[src/rcpm_pkg.sv]
// constants shared by the reset, clock and power manager
// assumes a single 200 MHz reference clock that runs from power-on
package rcpm_pkg;

  // ****************************************************************
  // timing
  // ****************************************************************
  localparam int CLK_MHZ        = 200;
  localparam int POR_TIME_US    = 4000;
  localparam int GLOBAL_TIME_US = 2000;
  localparam int XCHK_TIME_MS   = 100;
  localparam int SLOW_KHZ       = 32;
  localparam int QUARTER_KHZ    = 250;
  localparam int SLOW_DIV_CYC   = CLK_MHZ * 1000 / SLOW_KHZ;
  localparam int QUARTER_DIV    = CLK_MHZ * 1000 / QUARTER_KHZ;
  localparam int XCHK_TICK_CNT  = XCHK_TIME_MS * QUARTER_KHZ;
  localparam int CNT_W          = 20;

  // ****************************************************************
  // register map (byte addresses)
  // ****************************************************************
  localparam logic [7:0] REG_CLKCFG  = 8'h00;
  localparam logic [7:0] REG_GATE    = 8'h04;
  localparam logic [7:0] REG_RSTCFG  = 8'h08;
  localparam logic [7:0] REG_RSTFLAG = 8'h0C;
  localparam logic [7:0] REG_SWRST   = 8'h10;
  localparam logic [7:0] REG_STATUS  = 8'h14;

  // clock configuration fields
  localparam int CK_PLL_CRYSTAL_OSCILLATOR = 0;
  localparam int CK_XDIV16   = 1;
  localparam int CK_CRYSTAL_OSCILLATOR_EN  = 2;
  localparam int CK_SYSDIV   = 3;
  localparam int CK_CAN_CRYSTAL_OSCILLATOR = 5;
  localparam int CK_CANXING  = 6;
  localparam int CK_WDT_D32  = 8;
  localparam int CK_RTC_SEL  = 9;
  localparam int CK_SLOW_EN  = 11;
  localparam logic [11:0] CLKCFG_RST = 12'h808;

  // clock gates: bits 10..12 feed flash, eeprom and sram
  localparam int           GATE_W    = 13;
  localparam logic [12:0]  GATE_RST  = 13'h1FFF;
  localparam logic [12:0]  GATE_SYS  = 13'h1C00;
  localparam logic [12:0]  GATE_DEEP = 13'h0218;

  // reset configuration fields, kept over functional resets
  localparam int          RC_EXT_EN   = 0;
  localparam int          RC_FILT_EN  = 1;
  localparam int          RC_XCHK_EN  = 2;
  localparam int          RC_XINIT_RS = 3;
  localparam int          RC_XFAIL_RS = 4;
  localparam logic [4:0]  RSTCFG_RST  = 5'h01;

  // reset flags, one per source in bits 0..8; bits 9 and 10 record crystal errors
  localparam int          FLG_POR   = 0;
  localparam int          FLG_PD    = 1;
  localparam int          FLG_WDT   = 2;
  localparam int          FLG_SW    = 3;
  localparam int          FLG_LOCK  = 4;
  localparam int          FLG_EXT   = 5;
  localparam int          FLG_ADDR  = 6;
  localparam int          FLG_XINIT = 7;
  localparam int          FLG_XFAIL = 8;
  localparam int          FLG_XERR  = 9;
  localparam int          FLG_XSEEN = 10;
  localparam logic [8:0]  FLAGS_RST = 9'h001;

  localparam logic [31:0] FLASH_LAST = 32'h0001_7FFF;

  // ****************************************************************
  // states
  // ****************************************************************
  typedef enum logic [1:0] {
    SEQ_WAIT = 2'b00,
    SEQ_POR  = 2'b01,
    SEQ_GLOB = 2'b10,
    SEQ_RUN  = 2'b11
  } rcpm_seq_t;

  typedef enum logic [1:0] {
    PM_ACTIVE = 2'b00,
    PM_SLEEP  = 2'b01,
    PM_DEEP   = 2'b10
  } rcpm_pm_t;

endpackage

[src/rcpm_rst_sync.sv]
// reset synchroniser: asserts at once, releases two edges later
// assumes the clock keeps running while the reset is held
`timescale 1ns/10ps
module rcpm_rst_sync (
  input  wire logic clk_i,
  input  wire logic async_rst_b_i,
  output logic      rst_b_o
);
  typedef struct packed {
    logic meta;
    logic hold;
  } rcpm_sync_t;

  rcpm_sync_t st;
  rcpm_sync_t next_st;

  always_comb begin
    next_st.meta = 1'b1;
    next_st.hold = st.meta;
  end

  always_ff @(posedge clk_i or negedge async_rst_b_i) begin
    if (!async_rst_b_i) begin
      st <= '0;
    end else begin
      st <= next_st;
    end
  end

  assign rst_b_o = st.hold;
endmodule // rcpm_rst_sync

[src/rcpm_top.sv]
// reset sequencing, clock selection and gating, sleep modes
// assumes all inputs are synchronous to ref_clk_i, which always runs
`timescale 1ns/10ps
module rcpm_top
  import rcpm_pkg::*;
#(
  parameter int unsigned POR_CYCLES  = POR_TIME_US * CLK_MHZ,
  parameter int unsigned GLOB_CYCLES = GLOBAL_TIME_US * CLK_MHZ,
  parameter int unsigned SLOW_DIV    = SLOW_DIV_CYC,
  parameter int unsigned XCHK_TICKS  = XCHK_TICK_CNT
) (
  input  wire logic        ref_clk_i,
  input  wire logic        rst_b_i,
  input  wire logic        supply_ok_i,
  input  wire logic        pd_reset_i,
  input  wire logic        wdt_overflow_i,
  input  wire logic        processor_indication_a_i,
  input  wire logic        ext_reset_b_i,
  input  wire logic        fetch_valid_i,
  input  wire logic [31:0] fetch_addr_i,
  input  wire logic        crystal_oscillator_ok_i,
  input  wire logic        crystal_oscillator_fail_i,
  input  wire logic        crystal_oscillator_tick_i,
  input  wire logic        wfi_i,
  input  wire logic        deep_sleep_sel_i,
  input  wire logic        wake_i,
  input  wire logic [7:0]  addr_i,
  input  wire logic [31:0] wdata_i,
  input  wire logic        wr_i,
  input  wire logic        rd_i,
  output logic [31:0]      rdata_o,
  output logic             por_rst_b_o,
  output logic             sys_rst_b_o,
  output logic             cpu_clk_en_o,
  output logic             osc_en_o,
  output logic             crystal_oscillator_enable_o,
  output logic             pll_ref_crystal_oscillator_o,
  output logic             crystal_oscillator_div16_o,
  output logic [1:0]       system_clock_divider_select_o,
  output logic             can_clk_crystal_oscillator_o,
  output logic [1:0]       can_clock_crossing_config_o,
  output logic [12:0]      periph_clk_en_o,
  output logic             slow_rc_enable_o,
  output logic             wdt_tick_o,
  output logic             rtc_tick_o,
  output logic [1:0]       power_mode_o
);

  // ****************************************************************
  // state
  // ****************************************************************
  typedef struct packed {
    rcpm_seq_t          seq;
    logic [CNT_W-1:0]   cnt;
    logic               por_rst_b;
    logic               func_rst_b;
    rcpm_pm_t           pm;
    logic               cpu_en;
    logic               osc_en;
    logic [GATE_W-1:0]  pclk;
    logic [11:0]        clkcfg;
    logic [GATE_W-1:0]  gate;
    logic [4:0]         rstcfg;
    logic [8:0]         flags;
    logic               xinit_err;
    logic               xfail_seen;
    logic [12:0]        slow_cnt;
    logic               slow_tick;
    logic [9:0]         q_cnt;
    logic               q_tick;
    logic [4:0]         s32_cnt;
    logic [4:0]         x32_cnt;
    logic               wdt_tick;
    logic               rtc_tick;
    logic               flt_low;
    logic               xchk_busy;
    logic [14:0]        xchk_cnt;
    logic               xen_d;
    logic [31:0]        rdata;
  } rcpm_st_t;

  localparam rcpm_st_t ST_RST = '{
    seq:    SEQ_WAIT,
    pm:     PM_ACTIVE,
    cpu_en: 1'b1,
    osc_en: 1'b1,
    pclk:   GATE_RST,
    clkcfg: CLKCFG_RST,
    gate:   GATE_RST,
    rstcfg: RSTCFG_RST,
    flags:  FLAGS_RST,
    default: '0
  };

  rcpm_st_t   st;
  rcpm_st_t   next_st;
  logic [8:0] src;
  logic       ext_req;
  logic       xinit_fail;
  logic       run;
  logic       sw_wr;
  logic [10:0] clr;

  // ****************************************************************
  // helpers
  // ****************************************************************
  function automatic logic wrap32(input logic [4:0] c);
    return &c;
  endfunction

  function automatic logic [31:0] reg_read(input rcpm_st_t s,
                                           input logic [7:0] a);
    logic [31:0] d;
    d = '0;
    unique case (a)
      REG_CLKCFG:  d[11:0] = s.clkcfg;
      REG_GATE:    d[GATE_W-1:0] = s.gate;
      REG_RSTCFG:  d[4:0] = s.rstcfg;
      REG_RSTFLAG: d[10:0] = {s.xfail_seen, s.xinit_err, s.flags};
      REG_STATUS:  d[3:0] = {s.seq, s.pm};
      default:     d = '0;
    endcase
    return d;
  endfunction

  // ****************************************************************
  // next state
  // ****************************************************************
  always_comb begin
    next_st = st;
    run     = (st.seq == SEQ_RUN);
    sw_wr   = run && wr_i && (addr_i == REG_SWRST);
    clr     = (run && wr_i && addr_i == REG_RSTFLAG) ? wdata_i[10:0]
                                                     : '0;

    // slow and quarter-MHz ticks from the always-running clock
    next_st.slow_tick = 1'b0;
    if (st.slow_cnt == 13'(SLOW_DIV - 1)) begin
      next_st.slow_cnt  = '0;
      next_st.slow_tick = st.clkcfg[CK_SLOW_EN];
    end else begin
      next_st.slow_cnt = st.slow_cnt + 13'h1;
    end
    next_st.q_tick = (st.q_cnt == 10'(QUARTER_DIV - 1));
    next_st.q_cnt  = next_st.q_tick ? '0 : st.q_cnt + 10'h1;

    // watchdog and RTC count enables
    if (st.slow_tick) begin
      next_st.s32_cnt = st.s32_cnt + 5'h1;
    end
    if (crystal_oscillator_tick_i) begin
      next_st.x32_cnt = st.x32_cnt + 5'h1;
    end
    next_st.wdt_tick = st.clkcfg[CK_WDT_D32]
                     ? st.slow_tick && wrap32(st.s32_cnt)
                     : st.slow_tick;
    unique case (st.clkcfg[CK_RTC_SEL+:2])
      2'b00:   next_st.rtc_tick = st.slow_tick;
      2'b01:   next_st.rtc_tick = st.slow_tick && wrap32(st.s32_cnt);
      2'b10:   next_st.rtc_tick = crystal_oscillator_tick_i && wrap32(st.x32_cnt);
      default: next_st.rtc_tick = 1'b0;
    endcase

    // external pin: a low must be seen on two slow ticks in a row
    if (st.slow_tick) begin
      next_st.flt_low = !ext_reset_b_i;
    end
    if (!st.rstcfg[RC_EXT_EN]) begin
      ext_req = 1'b0;
    end else if (st.rstcfg[RC_FILT_EN]) begin
      ext_req = st.clkcfg[CK_SLOW_EN] && st.slow_tick
              && !ext_reset_b_i && st.flt_low;
    end else begin
      ext_req = !ext_reset_b_i;
    end

    // crystal start-up check, armed when software enables the crystal
    next_st.xen_d = st.clkcfg[CK_CRYSTAL_OSCILLATOR_EN];
    xinit_fail    = 1'b0;
    if (!st.clkcfg[CK_CRYSTAL_OSCILLATOR_EN]) begin
      next_st.xchk_busy = 1'b0;
    end else if (!st.xen_d && st.rstcfg[RC_XCHK_EN]) begin
      next_st.xchk_busy = 1'b1;
      next_st.xchk_cnt  = '0;
    end else if (st.xchk_busy && st.q_tick) begin
      next_st.xchk_cnt = st.xchk_cnt + 15'h1;
      if (st.xchk_cnt == 15'(XCHK_TICKS - 1)) begin
        next_st.xchk_busy = 1'b0;
        xinit_fail        = !crystal_oscillator_ok_i;
      end
    end
    next_st.xinit_err  = (st.xinit_err & !clr[FLG_XERR]) | xinit_fail;
    next_st.xfail_seen = (st.xfail_seen & !clr[FLG_XSEEN])
                       | (crystal_oscillator_fail_i & st.clkcfg[CK_CRYSTAL_OSCILLATOR_EN]);

    // functional reset sources
    src            = '0;
    src[FLG_PD]    = pd_reset_i;
    src[FLG_WDT]   = wdt_overflow_i;
    src[FLG_SW]    = sw_wr;
    src[FLG_LOCK]  = processor_indication_a_i;
    src[FLG_EXT]   = ext_req;
    src[FLG_ADDR]  = fetch_valid_i && (fetch_addr_i > FLASH_LAST);
    src[FLG_XINIT] = xinit_fail && st.rstcfg[RC_XINIT_RS];
    src[FLG_XFAIL] = crystal_oscillator_fail_i && st.clkcfg[CK_CRYSTAL_OSCILLATOR_EN]
                   && st.rstcfg[RC_XFAIL_RS];

    // register writes
    if (run && wr_i) begin
      unique case (addr_i)
        REG_CLKCFG: next_st.clkcfg = wdata_i[11:0];
        REG_GATE:   next_st.gate = wdata_i[GATE_W-1:0];
        REG_RSTCFG: next_st.rstcfg = wdata_i[4:0];
        default:    next_st.rstcfg = st.rstcfg;
      endcase
    end
    next_st.flags = st.flags & ~clr[8:0];

    // reset sequence, all lengths counted on ref_clk_i
    unique case (st.seq)
      SEQ_WAIT: begin
        next_st.cnt = '0;
        if (supply_ok_i) begin
          next_st.seq = SEQ_POR;
        end
      end
      SEQ_POR: begin
        next_st.cnt = st.cnt + 20'h1;
        if (!supply_ok_i) begin
          next_st.seq = SEQ_WAIT;
        end else if (st.cnt == CNT_W'(POR_CYCLES - 1)) begin
          next_st.seq = SEQ_GLOB;
          next_st.cnt = '0;
        end
      end
      SEQ_GLOB: begin
        next_st.cnt = st.cnt + 20'h1;
        if (st.cnt == CNT_W'(GLOB_CYCLES - 1)) begin
          next_st.seq = SEQ_RUN;
        end
      end
      SEQ_RUN: begin
        if (|src) begin
          next_st.seq   = SEQ_GLOB;
          next_st.cnt   = '0;
          next_st.flags = src;
        end
      end
    endcase

    // sleep modes
    unique case (st.pm)
      PM_ACTIVE: begin
        if (run && wfi_i) begin
          next_st.pm = deep_sleep_sel_i ? PM_DEEP : PM_SLEEP;
        end
      end
      PM_SLEEP, PM_DEEP: begin
        if (wake_i) begin
          next_st.pm = PM_ACTIVE;
        end
      end
      default: next_st.pm = PM_ACTIVE;
    endcase

    // functional reset restores clock configuration, gates and power mode; reset configuration and error bits are kept
    if (next_st.seq != SEQ_RUN) begin
      next_st.clkcfg    = CLKCFG_RST;
      next_st.gate      = GATE_RST;
      next_st.pm        = PM_ACTIVE;
      next_st.xchk_busy = 1'b0;
    end
    next_st.por_rst_b  = (next_st.seq == SEQ_GLOB)
                       || (next_st.seq == SEQ_RUN);
    next_st.func_rst_b = (next_st.seq == SEQ_RUN);

    // clock enables follow the power mode
    next_st.cpu_en = (next_st.pm == PM_ACTIVE);
    next_st.osc_en = (next_st.pm != PM_DEEP);
    unique case (next_st.pm)
      PM_SLEEP: next_st.pclk = next_st.gate & ~GATE_SYS;
      PM_DEEP:  next_st.pclk = next_st.gate & GATE_DEEP;
      default:  next_st.pclk = next_st.gate;
    endcase

    next_st.rdata = rd_i ? reg_read(st, addr_i) : '0;
  end

  always_ff @(posedge ref_clk_i or negedge rst_b_i) begin
    if (!rst_b_i) begin
      st <= ST_RST;
    end else begin
      st <= next_st;
    end
  end

  // the system reset stays low until the sequencer reaches run
  rcpm_rst_sync u_sync (
    .clk_i         (ref_clk_i),
    .async_rst_b_i (rst_b_i & st.func_rst_b),
    .rst_b_o       (sys_rst_b_o)
  );

  // ****************************************************************
  // outputs
  // ****************************************************************
  assign rdata_o                       = st.rdata;
  assign por_rst_b_o                   = st.por_rst_b;
  assign cpu_clk_en_o                  = st.cpu_en;
  assign osc_en_o                      = st.osc_en;
  assign crystal_oscillator_enable_o                 = st.clkcfg[CK_CRYSTAL_OSCILLATOR_EN];
  assign pll_ref_crystal_oscillator_o                = st.clkcfg[CK_PLL_CRYSTAL_OSCILLATOR];
  assign crystal_oscillator_div16_o                  = st.clkcfg[CK_XDIV16];
  assign system_clock_divider_select_o = st.clkcfg[CK_SYSDIV+:2];
  assign can_clk_crystal_oscillator_o                = st.clkcfg[CK_CAN_CRYSTAL_OSCILLATOR];
  assign can_clock_crossing_config_o   = st.clkcfg[CK_CANXING+:2];
  assign periph_clk_en_o               = st.pclk;
  assign slow_rc_enable_o              = st.clkcfg[CK_SLOW_EN];
  assign wdt_tick_o                    = st.wdt_tick;
  assign rtc_tick_o                    = st.rtc_tick;
  assign power_mode_o                  = st.pm;

  // ****************************************************************
  // checks
  // ****************************************************************
  a_por_length: assert property (
    @(posedge ref_clk_i) disable iff (!rst_b_i)
    (st.seq == SEQ_GLOB && $past(st.seq) == SEQ_POR)
      |-> $past(st.cnt) == CNT_W'(POR_CYCLES - 1))
    else $error("power-on phase length wrong");

  a_glob_length: assert property (
    @(posedge ref_clk_i) disable iff (!rst_b_i)
    (st.seq == SEQ_RUN && $past(st.seq) == SEQ_GLOB)
      |-> $past(st.cnt) == CNT_W'(GLOB_CYCLES - 1))
    else $error("global reset length wrong");

  a_src_to_glob: assert property (
    @(posedge ref_clk_i) disable iff (!rst_b_i)
    (run && |src) |=> (st.seq == SEQ_GLOB && !st.func_rst_b
                       && st.cnt == '0))
    else $error("reset source did not start global reset");

  a_flag_cause: assert property (
    @(posedge ref_clk_i) disable iff (!rst_b_i)
    (run && |src) |=> st.flags == $past(src))
    else $error("reset flags do not show the cause");

  a_wdt_reset: assert property (
    @(posedge ref_clk_i) disable iff (!rst_b_i)
    (run && wdt_overflow_i) |=> st.flags[FLG_WDT] ##1 !sys_rst_b_o)
    else $error("watchdog overflow did not reset");

  a_sw_reset: assert property (
    @(posedge ref_clk_i) disable iff (!rst_b_i)
    (run && wr_i && addr_i == REG_SWRST) |=> st.flags[FLG_SW])
    else $error("software reset write ignored");

  a_processor_indication_a_rst: assert property (
    @(posedge ref_clk_i) disable iff (!rst_b_i)
    (run && processor_indication_a_i) |=> st.flags[FLG_LOCK])
    else $error("lock-up did not reset");

  a_addr_ovf: assert property (
    @(posedge ref_clk_i) disable iff (!rst_b_i)
    (run && fetch_valid_i && fetch_addr_i > FLASH_LAST)
      |=> st.flags[FLG_ADDR])
    else $error("fetch overflow did not reset");

  a_filter_off: assert property (
    @(posedge ref_clk_i) disable iff (!rst_b_i)
    (st.rstcfg[RC_FILT_EN] && !st.clkcfg[CK_SLOW_EN]) |-> !ext_req)
    else $error("pin passed with slow clock off");

  a_sync_release: assert property (
    @(posedge ref_clk_i) disable iff (!rst_b_i)
    $rose(sys_rst_b_o) |-> $past(st.func_rst_b, 2) && st.func_rst_b)
    else $error("system reset released out of step");

  a_sleep_entry: assert property (
    @(posedge ref_clk_i) disable iff (!rst_b_i)
    (run && st.pm == PM_ACTIVE && wfi_i && !deep_sleep_sel_i && !(|src))
      |=> (st.pm == PM_SLEEP && !cpu_clk_en_o && osc_en_o))
    else $error("normal sleep entry wrong");

  a_deep_osc_off: assert property (
    @(posedge ref_clk_i) disable iff (!rst_b_i)
    (st.pm == PM_DEEP) |-> (!osc_en_o && (st.pclk & ~GATE_DEEP) == '0))
    else $error("deep sleep left clocks running");

  a_xinit_flag: assert property (
    @(posedge ref_clk_i) disable iff (!rst_b_i)
    xinit_fail |=> st.xinit_err)
    else $error("crystal start failure not recorded");

endmodule // rcpm_top

[config.mk]
export PLATFORM = sky130hd
export DESIGN_NAME = rcpm_top
export DESIGN_NICKNAME = d
export VERILOG_FILES = /design/src/rcpm_pkg.sv /design/src/rcpm_rst_sync.sv /design/src/rcpm_top.sv
export SDC_FILE = /design/constraint.sdc
export NUM_CORES = 1
export LEC_CHECK = 0
export ABC_AREA = 1
export CORE_MARGIN = 3
export CORE_UTILIZATION = 45
export CTS_BUF_LIST = sky130_fd_sc_hd__clkbuf_8
export DETAILED_ROUTE_END_ITERATION = 16
export DONT_BUFFER_PORTS = 1
export SLEW_MARGIN = 20
export SYNTH_ARGS = -nofsm -noshare
export SYNTH_HDL_FRONTEND = slang
export SYNTH_SLANG_ARGS = --single-unit
export TNS_END_PERCENT = 20
[constraint.sdc]
create_clock -name ref_clk_i -period 1.1 [get_ports ref_clk_i]
set_input_delay 0.275 -clock ref_clk_i [delete_from_list [all_inputs] [get_ports ref_clk_i]]
set_output_delay 0.275 -clock ref_clk_i [all_outputs]
set_load 0.01 [all_outputs]
==> results of run 1 <==
-- synth_stat cells, types with 4 or more instances --
library cell / number / area, sq um
nor2_4: 5 / 56.3
nor3_1: 13 / 65.1
buf_2: 7 / 35.0
ha_1: 11 / 138
nand3b_1: 4 / 30.0
nand3_1: 52 / 260
inv_1: 156 / 586
nand2_1: 207 / 777
a21oi_1: 29 / 145
o21ai_1: 8 / 40.0
nor2_1: 73 / 274
nor2_2: 8 / 50.1
o31ai_1: 5 / 37.5
nand2_2: 6 / 37.5
buf_6: 4 / 45.0
xor2_1: 20 / 175
o22ai_1: 8 / 50.1
o211ai_1: 17 / 128
o211ai_2: 4 / 50.1
nand4_1: 19 / 119
o21bai_1: 4 / 30.0
dfrtp_1: 120 / 3000
a211oi_1: 4 / 30.0
clkbuf_1: 4 / 15.0
o221ai_1: 8 / 70.1
buf_4: 55 / 413
o21ai_0: 58 / 290
dfstp_2: 29 / 762
-- stage by stage --
step           instances  hold WS, ns  area (sq um)  TNS (ns)  total power [W]
2_1_floorplan       1003      -0.0206          8230    -35.16          0.00682
3_3_place_gp        1361      -0.0161          9560    -53.45          0.00737
3_5_place_dp        1361      -0.0162          9560    -56.39          0.00741
4_1_cts             1420       -0.544         10600    -56.57           0.0116
5_1_grt             1436       -0.564         11100    -72.52           0.0123
6_report            1436       -0.512         11100    -57.51           0.0117
-- how the worst max path moves through the flow --
stage                                     start                  end  slack, ns  cells after the start
global route                             st[33]               st[46]      -0.76                      8
detailed placement  crystal_oscillator_enable_o              st[126]      -0.59                     10
finish                                   st[34]  periph_clk_en_o[12]      -0.63                     12
global placement                        st[152]              st[164]      -0.57                      8
floorplan                               st[147]   periph_clk_en_o[0]      -0.46                     12
CTS                                     st[147]   periph_clk_en_o[8]      -0.59                     11
-- worst max-delay path, cell delays in order (launching register included) --
cell and delay (ns):
dfrtp_1 0.40, ha_2 0.20, nand2_1 0.06, inv_2 0.08, nand3_4 0.07, nor2_4 0.13, nand3_4 0.11, nand4_4 0.14
nand2_8 0.12, buf_12 0.18, nand3_4 0.07, inv_2 0.04, nor2_2 0.09
-- sequential cells by signal, summed over array words and instances (netlist names), 2 cells and up --
| name | count |
|---|---|
| st | 108 |
| power_mode_o | 2 |
| can_clock_crossing_config_o | 2 |
| system_clock_divider_select_o | 2 |
| rdata_o | 13 |
| periph_clk_en_o | 10 |
-- final cells by class --
class                      count  area share (%)
clock buffer                  17            2.11
clock inverter                15            1.07
inverter                     161            5.61
multi-input combinational    624            35.8
sequential                   149            34.1
tap                          225            2.54
timing repair buffer         245            18.8
-- what timing repair did --
item | 4_1_cts | 5_1_grt
hold endpoints to repair | 191 | 151
pin swaps | 33 | 36
buffers inserted | 11 | 13
gates cloned | 0 | 1
hold buffers | 16 | 2
endpoints found under the setup margin | 169 | 177
gates resized for setup | 129 | 93
-- power groups by stage --
stage          clock network, W  registers, W  logic (W)
2_1_floorplan                 0       0.00602   0.000797
3_3_place_gp                  0       0.00600    0.00136
3_5_place_dp                  0       0.00602    0.00139
4_1_cts                 0.00407       0.00592    0.00163
5_1_grt                 0.00429       0.00597    0.00202
6_report                0.00395       0.00594    0.00185
-- layer usage --
layer  routed length, microns  vias up  GRT usage (%)
li1                         -     3538              -
met3                     1180       29           5.63
met4                      393        0           7.24
met5                        0        -              0
met2                    10800      161           37.0
met1                     9570     3362           28.1
-- logic make-up after synthesis --
logic type / count (synthesis) / share of synthesized area [%]
and+or+nand+nor: 411 / 23.6
buffers and inverters: 231 / 13.7
AOI/OAI and AO/OA: 156 / 11.8
DFF: 149 / 46.3
xor gates and xnor gates: 23 / 2.48
adders and majority gates: 11 / 1.69
other: 2 / 0.0924
muxes: 2 / 0.277
==> metrics.md, run 1 <==
| Metric | Value |
|---|---|
| Outcome | complete, but fails checks |
| Failing checks | hold timing, setup timing |
| Critical R2R Capture | periph_clk_en_o[12] |
| Power Dens Cells | 1060 mW/mm^2 |
| Clock Path Buffers | 2 |
| Synth warn | 0 |
| Initial DRC Count | 446 |
| Top FF cell, synth | dfrtp_1 |
| Sequential fraction of the synthesis area | 46.3% |
| Initial antenna violation count | 0 |
| Area grow syn2layout | 36.2% |
| Place WS | -0.594 ns |
| R2R setup slack | -0.63 ns |
| Pint | between 0.008 and 0.009 W |
| Diodes inserted | 0 |
| Final #Nets | about 1300 |
| Worst-Skew Late Latency | 0.47 ns |
| Pins Over Slew Limit | 0 |
| DIE HEIGHT | 140 microns |
| Peak supply drop | 0.000956 V |
| CTS Buf Count | 17 |
| # rows | 48 |
| Multi-input logic area | 0.00396 sq mm |
| R2R Path Start | st[34] |
| Crit start category | register |
| Post-DP HPWL | 15400 microns |
| Reg clk slew, reported paths | approximately 0.090 ns |
| Total grt overflow | 0 |
| Sw Pwr | 0.00345 W |
| Ratio of cells with drive above 1 in the final layout | 38.2% |
| IO Port Bufs | 0 |
| Fin util | 63.3% |
| Worst-case clock skew | 0.0125 ns |
| Setup violators final | 168 |
| Crit-path max FO | 8 |
| Register area | 0.00377 sq mm |
| Post-synth ARST share | 100% |
| Pleak | 5.46 nW |
| Worst Reg2Reg Path Length in Cells | 12 |
| Routed WL | 22000 microns |
| CORE AREA | ~0.017 sq mm |
| Vias in the first global route | approximately 7000 |
| RSZ-0062 raised after global routing | true |
| Cell variety after synth | 54 |
| Routability cong. | 0.892 |
| ANT nets after route | 0 |
| Commonest non-fill, non-tap cells in the layout | buf_4, nand2_1, inv_1 |
| Sw Ratio | 29.4% |
| H-tree depth | 4 |
| Syn Area/Cell | approximately 8.2 sq um |
| Drt drc | 0 |
| CTS tree | built |
| Io pins | 150 |
| Die Wd | between 100 and 150 microns |
| Vias | 7090 |
| Max_cap viols | 0 |
| First-pass GRT wire length | roughly 35000 microns |
| Commonest non-fill, non-tap cell in the layout | buf_4 |
| Hold WC Path Type | in -> async |
| Final Worst Setup Slack | -0.633 ns |
| Clk network pwr share | 33.6% |
| Largest net degree at the start of global routing | 149 |
| Initial core utilization | between 40% and 50% |
| Cell Area, Synth | 0.00812 sq mm |
| Fin. Hold Viols | ~150 |
| Worst hold slack | -0.512 ns |
| Max Clock Freq | ~0.58 GHz |
| Post-synth EDFFs | 0 |
| CP Data Required Time | 1.52 ns |
| Mapped Cells | 985 |
| CP Class | reg -> reg |
| Clock net sink count | ~150 |
| Initial DRT Pass Iterations | 5 |
| Clock Tree Root | clkbuf_8 |
| Register bit total from synthesis | approximately 150 |
| Kind of end point of the critical path | register |
| Vias per inst | 4.94 |
| Min cycle time layout | 1.73 ns |
| Total GRT Usage | 22.1% |
| Die Area | 0.0197 sq mm |
| Fillers | 1462 |
| Routed wire per std cell | 15.3 microns |
| CP Data Arrival Time | 2.15 ns |
| Final period util | 158% |
| Gate power share | 15.7% |
| Register share of total power | about 51% |
No activity file was read; power rests on OpenSTA's default activity.
==> run 2: changes to the inputs <==
--- a/config.mk
+++ b/config.mk
@@ -11,6 +11,7 @@
 export CTS_BUF_LIST = sky130_fd_sc_hd__clkbuf_8
 export DETAILED_ROUTE_END_ITERATION = 16
 export DONT_BUFFER_PORTS = 1
+export MAX_ROUTING_LAYER = met4
 export SLEW_MARGIN = 20
 export SYNTH_ARGS = -nofsm -noshare
 export SYNTH_HDL_FRONTEND = slang
==> run 2 against run 1 <==
Effect of this change:
- the flow still finishes with violations (hold timing, setup timing)
- sequential power is essentially flat
- core utilization is 0.44 points higher
- combinational power grew 2%
- critical path depth did not move
- critical path type unchanged
- critical endpoint unchanged
- largest power group unchanged
- highest routed layer unchanged
==> metrics.md, run 2 (synthesis results as in run 1) <==
| Metric | Value |
|---|---|
| Initial antenna violation count | 0 |
| Tot Pwr | around 0.012 W |
| Place WS | -0.594 ns |
| Crit path max-delay family | simple AND/OR/NAND/NOR gates |
| ANT nets after route | 0 |
| Outcome | complete, but fails checks |
| CP Data Arrival Time | 2.16 ns |
| RSZ-0062 raised after global routing | true |
| Fin. Hold Viols | 149 |
| Max Clock Freq | 0.575 GHz |
| Total GRT Usage | 22.8% |
| Initial DRT Pass Iterations | 7 |
| Vias | 7179 |
| Crit start category | register |
| Crit-path max FO | 8 |
| Routability cong. | between 0.9 and 1 |
| Drt drc | 0 |
| Pleak | 5.49 nW |
| Worst hold slack | -0.515 ns |
| Initial DRC Count | between 400 and 500 |
| Min cycle time layout | 1.74 ns |
| Clock Tree Root | clkbuf_8 |
| Setup violators final | roughly 170 |
| Most Frequent Cell on Critical Path | nand3_4 |
| CTS tree | built |
| Peak supply drop | roughly 0.00096 V |
| CP Class | reg -> reg |
| Commonest non-fill, non-tap cells in the layout | buf_4, nand2_1, inv_1 |
| Diodes inserted | 0 |
| CP cell instances | ha_2 > nand2_1 > inv_2 > nand3_4 > nor2_4 > nand3_4 > nand4_4 > nand2_8 > buf_12 > nand3_4 > nand2_2 > nor2_2 |
| Area grow syn2layout | 37.1% |
| CP max stage delay | around 0.4 ns |
| Max_cap viols | 0 |
| Vias in the first global route | 7168 |
| R2R setup slack | -0.64 ns |
| Final period util | 158% |
| Power Dens Cells | 1060 mW/mm^2 |
| Worst Reg2Reg Path Length in Cells | 12 |
| Clock Path Buffers | 2 |
| Ratio of cells with drive above 1 in the final layout | 38.8% |
| Routed wire per std cell | 15.5 microns |
| Vias per inst | ~5 |
| Final Worst Setup Slack | -0.639 ns |
| CTS Buf Count | 17 |
| Commonest non-fill, non-tap cell in the layout | buf_4 |
| Total grt overflow | 0 |
| Worst-Skew Late Latency | 0.47 ns |
| Kind of end point of the critical path | register |
| Final #Nets | 1301 |
| Io pins | 150 |
| # rows | 48 |
| Critical R2R Capture | periph_clk_en_o[12] |
| Worst path bufs/invs | 2 |
| Die Wd | 140 microns |
| Worst path slowest cell | dfrtp_1 |
| Worst-case clock skew | between 0.01 and 0.015 ns |
| CP Data Required Time | between 1.5 and 2 ns |
| Reg clk slew, reported paths | approximately 0.090 ns |
| H-tree depth | 4 |
| Pins Over Slew Limit | 0 |
| Clock net sink count | 149 |
| Hold WC Path Type | in -> async |
| IO Port Bufs | 0 |
| Failing checks | hold timing, setup timing |
| Routed WL | about 22000 microns |
| CORE AREA | 0.0175 sq mm |
| R2R Path Start | st[34] |
| Max FFs per register | between 100 and 150 |
| Most flops, register | st |
| TNS Setup | -58.63 ns |
| Fillers | 1445 |
| Post-DP HPWL | 15400 microns |
| First-pass GRT wire length | 34900 microns |
| Die Area | between 0.015 and 0.02 sq mm |
| Initial core utilization | 46.5% |
| DIE HEIGHT | 140 microns |
| Largest net degree at the start of global routing | approximately 150 |
==> run 2: cell count changes in the layout (fill, tap and decap cells not counted), sizes merged <==
cell	before	now
buf	227	230
clkbuf	17	18
==> run 2: final cells by class <==
cell class	count	area, sq um	share of cell area [%]
well taps	225	282	2.53
clock buffers	17	234	2.10
clock inverters	15	119	1.07
inverters	161	626	5.62
multi-input cells	624	3980	35.7
repair buffers	249	2140	19.2
flip-flops and latches	149	3770	33.8
==> run 2: worst max-delay path by stage <==
| stage | cells after the start | to | start |
|---|---|---|---|
| after global routing | 11 | periph_clk_en_o[5] | st[148] |
| after floorplan | 12 | periph_clk_en_o[0] | st[147] |
| final | 12 | periph_clk_en_o[12] | st[34] |
| after global placement | 8 | st[164] | st[152] |
| after CTS | 11 | periph_clk_en_o[8] | st[147] |
| after detailed placement | 10 | st[126] | crystal_oscillator_enable_o |
==> run 2: timing repair <==
action / in CTS / in global routing
buffers inserted: 11 / 16
pin swaps: 33 / 37
hold endpoints to repair: 191 / 151
gates resized for setup: 129 / 107
hold buffers: 16 / 2
endpoints found under the setup margin: 169 / 177
gates cloned: 0 / 2
==> run 2: through the flow <==
stage          hold slack [ns]  cell area (sq um)  util (%)  cells
2_1_floorplan          -0.0206               8230         -   1003
3_3_place_gp           -0.0161               9560      54.7   1361
3_5_place_dp           -0.0162               9560      54.7   1361
4_1_cts                 -0.544              10600      60.8   1420
5_1_grt                 -0.568              11100      63.7   1440
6_report                -0.515              11100      63.7   1440
==> run 2: power by group <==
part	leakage [nW]	switching (W)	total, W	internal [W]
Clock	0.191	0.00235	0.00396	0.00161
Sequential	1.89	0.000210	0.00594	0.00573
Combinational	3.41	0.000927	0.00189	0.000965
Total	5.49	0.00349	0.0118	0.00831
==> run 2: metal layers <==
layer	up-vias	GRT usage, %	routed length [microns]
li1	3542	-	-
met5	-	-	0
met4	0	7.24	444
met3	35	5.46	1210
met1	3408	28.1	9630
met2	194	37.2	11000
==> run 3: changes to the inputs <==
--- a/config.mk
+++ b/config.mk
@@ -7,7 +7,7 @@
 export LEC_CHECK = 0
 export ABC_AREA = 1
 export CORE_MARGIN = 3
-export CORE_UTILIZATION = 45
+export CORE_UTILIZATION = 30
 export CTS_BUF_LIST = sky130_fd_sc_hd__clkbuf_8
 export DETAILED_ROUTE_END_ITERATION = 16
 export DONT_BUFFER_PORTS = 1
@@ -16,4 +16,4 @@
 export SYNTH_ARGS = -nofsm -noshare
 export SYNTH_HDL_FRONTEND = slang
 export SYNTH_SLANG_ARGS = --single-unit
-export TNS_END_PERCENT = 20
+export TNS_END_PERCENT = 30
==> run 3 against run 2 <==
Effect of this change:
- combinational power is essentially flat
- critical endpoint is now crystal_oscillator_div16_o
- highest routed layer unchanged
- via count down 0.36%
- die area increased by 48%
- the flow still finishes with violations (hold timing, setup timing)
- routed wire length rose by 0.90%
- non-clock buffer count fell by 14
- worst hold slack gained 0.014 ns
- sequential power barely moved
- cell count rose by 6.7%
- total power is 4.6% higher
- global-route usage is 7.0 points lower
- register-to-register slack better by 0.02 ns
==> metrics.md, run 3 (synthesis results as in run 1) <==
| Metric | Value |
|---|---|
| Pins Over Slew Limit | 0 |
| Post-DP HPWL | 16300 microns |
| Register share of total power | between 40% and 50% |
| Routed WL | around 22000 microns |
| Final #Nets | 1287 |
| Vias in the first global route | 7017 |
| CP cell instances | nand2_2 > nor3_4 > nand2_1 > nor3_2 > nand4_1 > nand2_4 > inv_4 > buf_12 > a21oi_1 |
| Hold-fix buffers at CTS | 18 |
| DIE HEIGHT | 171 microns |
| Failing checks | hold timing, setup timing |
| Crit start category | register |
| Min cycle time layout | about 1.7 ns |
| CP max stage delay | about 0.4 ns |
| Clock net sink count | 149 |
| Clock Tree Root | clkbuf_8 |
| Commonest non-fill, non-tap cell in the layout | buf_4 |
| Die Wd | 171 microns |
| Hold WC Path Type | in -> async |
| RSZ-0062 raised after global routing | true |
| Tot Pwr | 0.0123 W |
| DP Cell Count | 1467 |
| Fillers | 2497 |
| Crit-path max FO | 8 |
| Power Dens Cells | 1120 mW/mm^2 |
| Clock Path Buffers | 2 |
| Ratio of cells with drive above 1 in the final layout | 36.2% |
| CTS Buf Count | 17 |
| Outcome | complete, but fails checks |
| Crit path max-delay family | simple AND/OR/NAND/NOR gates |
| CP Data Required Time | 1.48 ns |
| # rows | 59 |
| Initial core utilization | 30.8% |
| Metal-1 WL | 10000 microns |
| H-tree depth | 4 |
| Final period util | 156% |
| Initial DRT Pass Iterations | 5 |
| Area grow syn2layout | 35.9% |
| Metal2 WL | between 10000 and 15000 microns |
| IO Port Bufs | 0 |
| Pleak | about 5.3 nW |
| Vias | 7153 |
| Routability cong. | 0.905 |
| Initial DRC Count | 467 |
| Reg clk slew, reported paths | approximately 0.090 ns |
| Max_cap viols | 0 |
| Diodes inserted | 0 |
| Largest net degree at the start of global routing | between 100 and 150 |
| Worst path slowest cell | dfrtp_1 |
| Most flops, register | st |
| Io pins | 150 |
| Sw Pwr | 0.00335 W |
| Gate power share | between 10% and 20% |
| Pint | 0.00900 W |
| Register area | 0.00377 sq mm |
| R2R Path Start | st[152] |
| Worst-Skew Late Latency | 0.46 ns |
| Die Area | 0.0291 sq mm |
| Worst hold slack | -0.501 ns |
| Clk network pwr share | 36.3% |
| Top Metal Used | met4 |
| Final Worst Setup Slack | -0.614 ns |
| CTS tree | built |
| Setup violators final | between 150 and 200 |
| Kind of end point of the critical path | register |
| Met3 WL post-DR | 1510 microns |
| Fin cells | 1536 |
| Commonest non-fill, non-tap cells in the layout | buf_4, nand2_1, inv_1 |
| Initial antenna violation count | 0 |
| Finished Cell Area | 0.0110 sq mm |
| Sw Ratio | 27.1% |
| CP Data Arrival Time | 2.09 ns |
| Vias per inst | 4.66 |
| Max Clock Freq | 0.583 GHz |
| Total grt overflow | 0 |
| Fin. Hold Viols | 148 |
| Worst path bufs/invs | 2 |
| Multi-input logic area | roughly 0.0038 sq mm |
| Peak supply drop | 0.000622 V |
| Routed wire per std cell | 14.6 microns |
| Drt drc | 0 |
| Max FFs per register | 108 |
| Critical path launch point | st[152] |
| CORE AREA | 0.0264 sq mm |
| Post-Place Cell Area | 0.00967 sq mm |
| CP Class | reg -> reg |
| Total GRT Usage | around 16% |
| ANT nets after route | 0 |
| Worst-case clock skew | 0.0159 ns |
| First-pass GRT wire length | 35400 microns |
-- run 3: worst paths after layout --
kind,end,slack (ns),cells past startpoint
worst max-delay path,crystal_oscillator_div16_o,-0.61,9
worst min-delay path,st[52],-0.50,0
worst max register to register,crystal_oscillator_div16_o,-0.61,9
worst min register to register,u_sync.rst_b_o,0.37,0
max in group asynchronous,u_sync.rst_b_o,0.34,3
min in group ref_clk_i,st[87],-0.02,2
-- run 3: layout make-up --
type                       instances  share of cell area, %
timing repair buffer             235                   17.9
multi-input combinational        624                   34.8
tap                              335                   3.80
clock buffer                      17                   2.12
inverter                         161                   5.55
sequential                       149                   34.1
clock inverter                    15                   1.60
-- run 3: through the flow --
stage / hold WS [ns] / setup slack [ns] / TNS (ns) / util (%)
floorplan: -0.0206 / -0.464 / -34.83 / -
global placement: -0.0176 / -0.854 / -56.54 / 36.7
detailed placement: -0.0169 / -0.775 / -59.05 / 36.7
CTS: -0.534 / -0.572 / -54.67 / 40.4
global route: -0.548 / -0.702 / -68.79 / 41.9
finish: -0.501 / -0.614 / -55.28 / 41.9
-- run 3: power groups by stage --
stage | clock network (W) | logic [W] | registers (W)
after floorplan | 0 | 0.000798 | 0.00602
after global placement | 0 | 0.00141 | 0.00600
after detailed placement | 0 | 0.00144 | 0.00601
after CTS | 0.00461 | 0.00177 | 0.00594
after global routing | 0.00484 | 0.00210 | 0.00598
final | 0.00448 | 0.00191 | 0.00595
-- run 3: layer usage --
| metal | vias to the layer above | track usage (%) |
|---|---|---|
| li1 | 3523 | - |
| met1 | 3392 | 19.7 |
| met2 | 209 | 25.2 |
| met3 | 29 | 4.11 |
| met4 | 0 | 4.90 |
| met5 | - | - |
-- run 3: worst reg2reg max path: cells and delay by family (launching register included) --
kind	cells	cell delay [ns]
DFF	1	0.40
AOI/OAI and AO/OA	1	0.11
and+or+nand+nor	6	0.89
buffers and inverters	2	0.22
-- run 3: repair_timing --
action	CTS	global route
buffers inserted	9	9
resized for setup	91	100
pin swaps	22	34
endpoints found under the hold margin	192	149
cloned	1	0
endpoints found under the setup margin	173	177
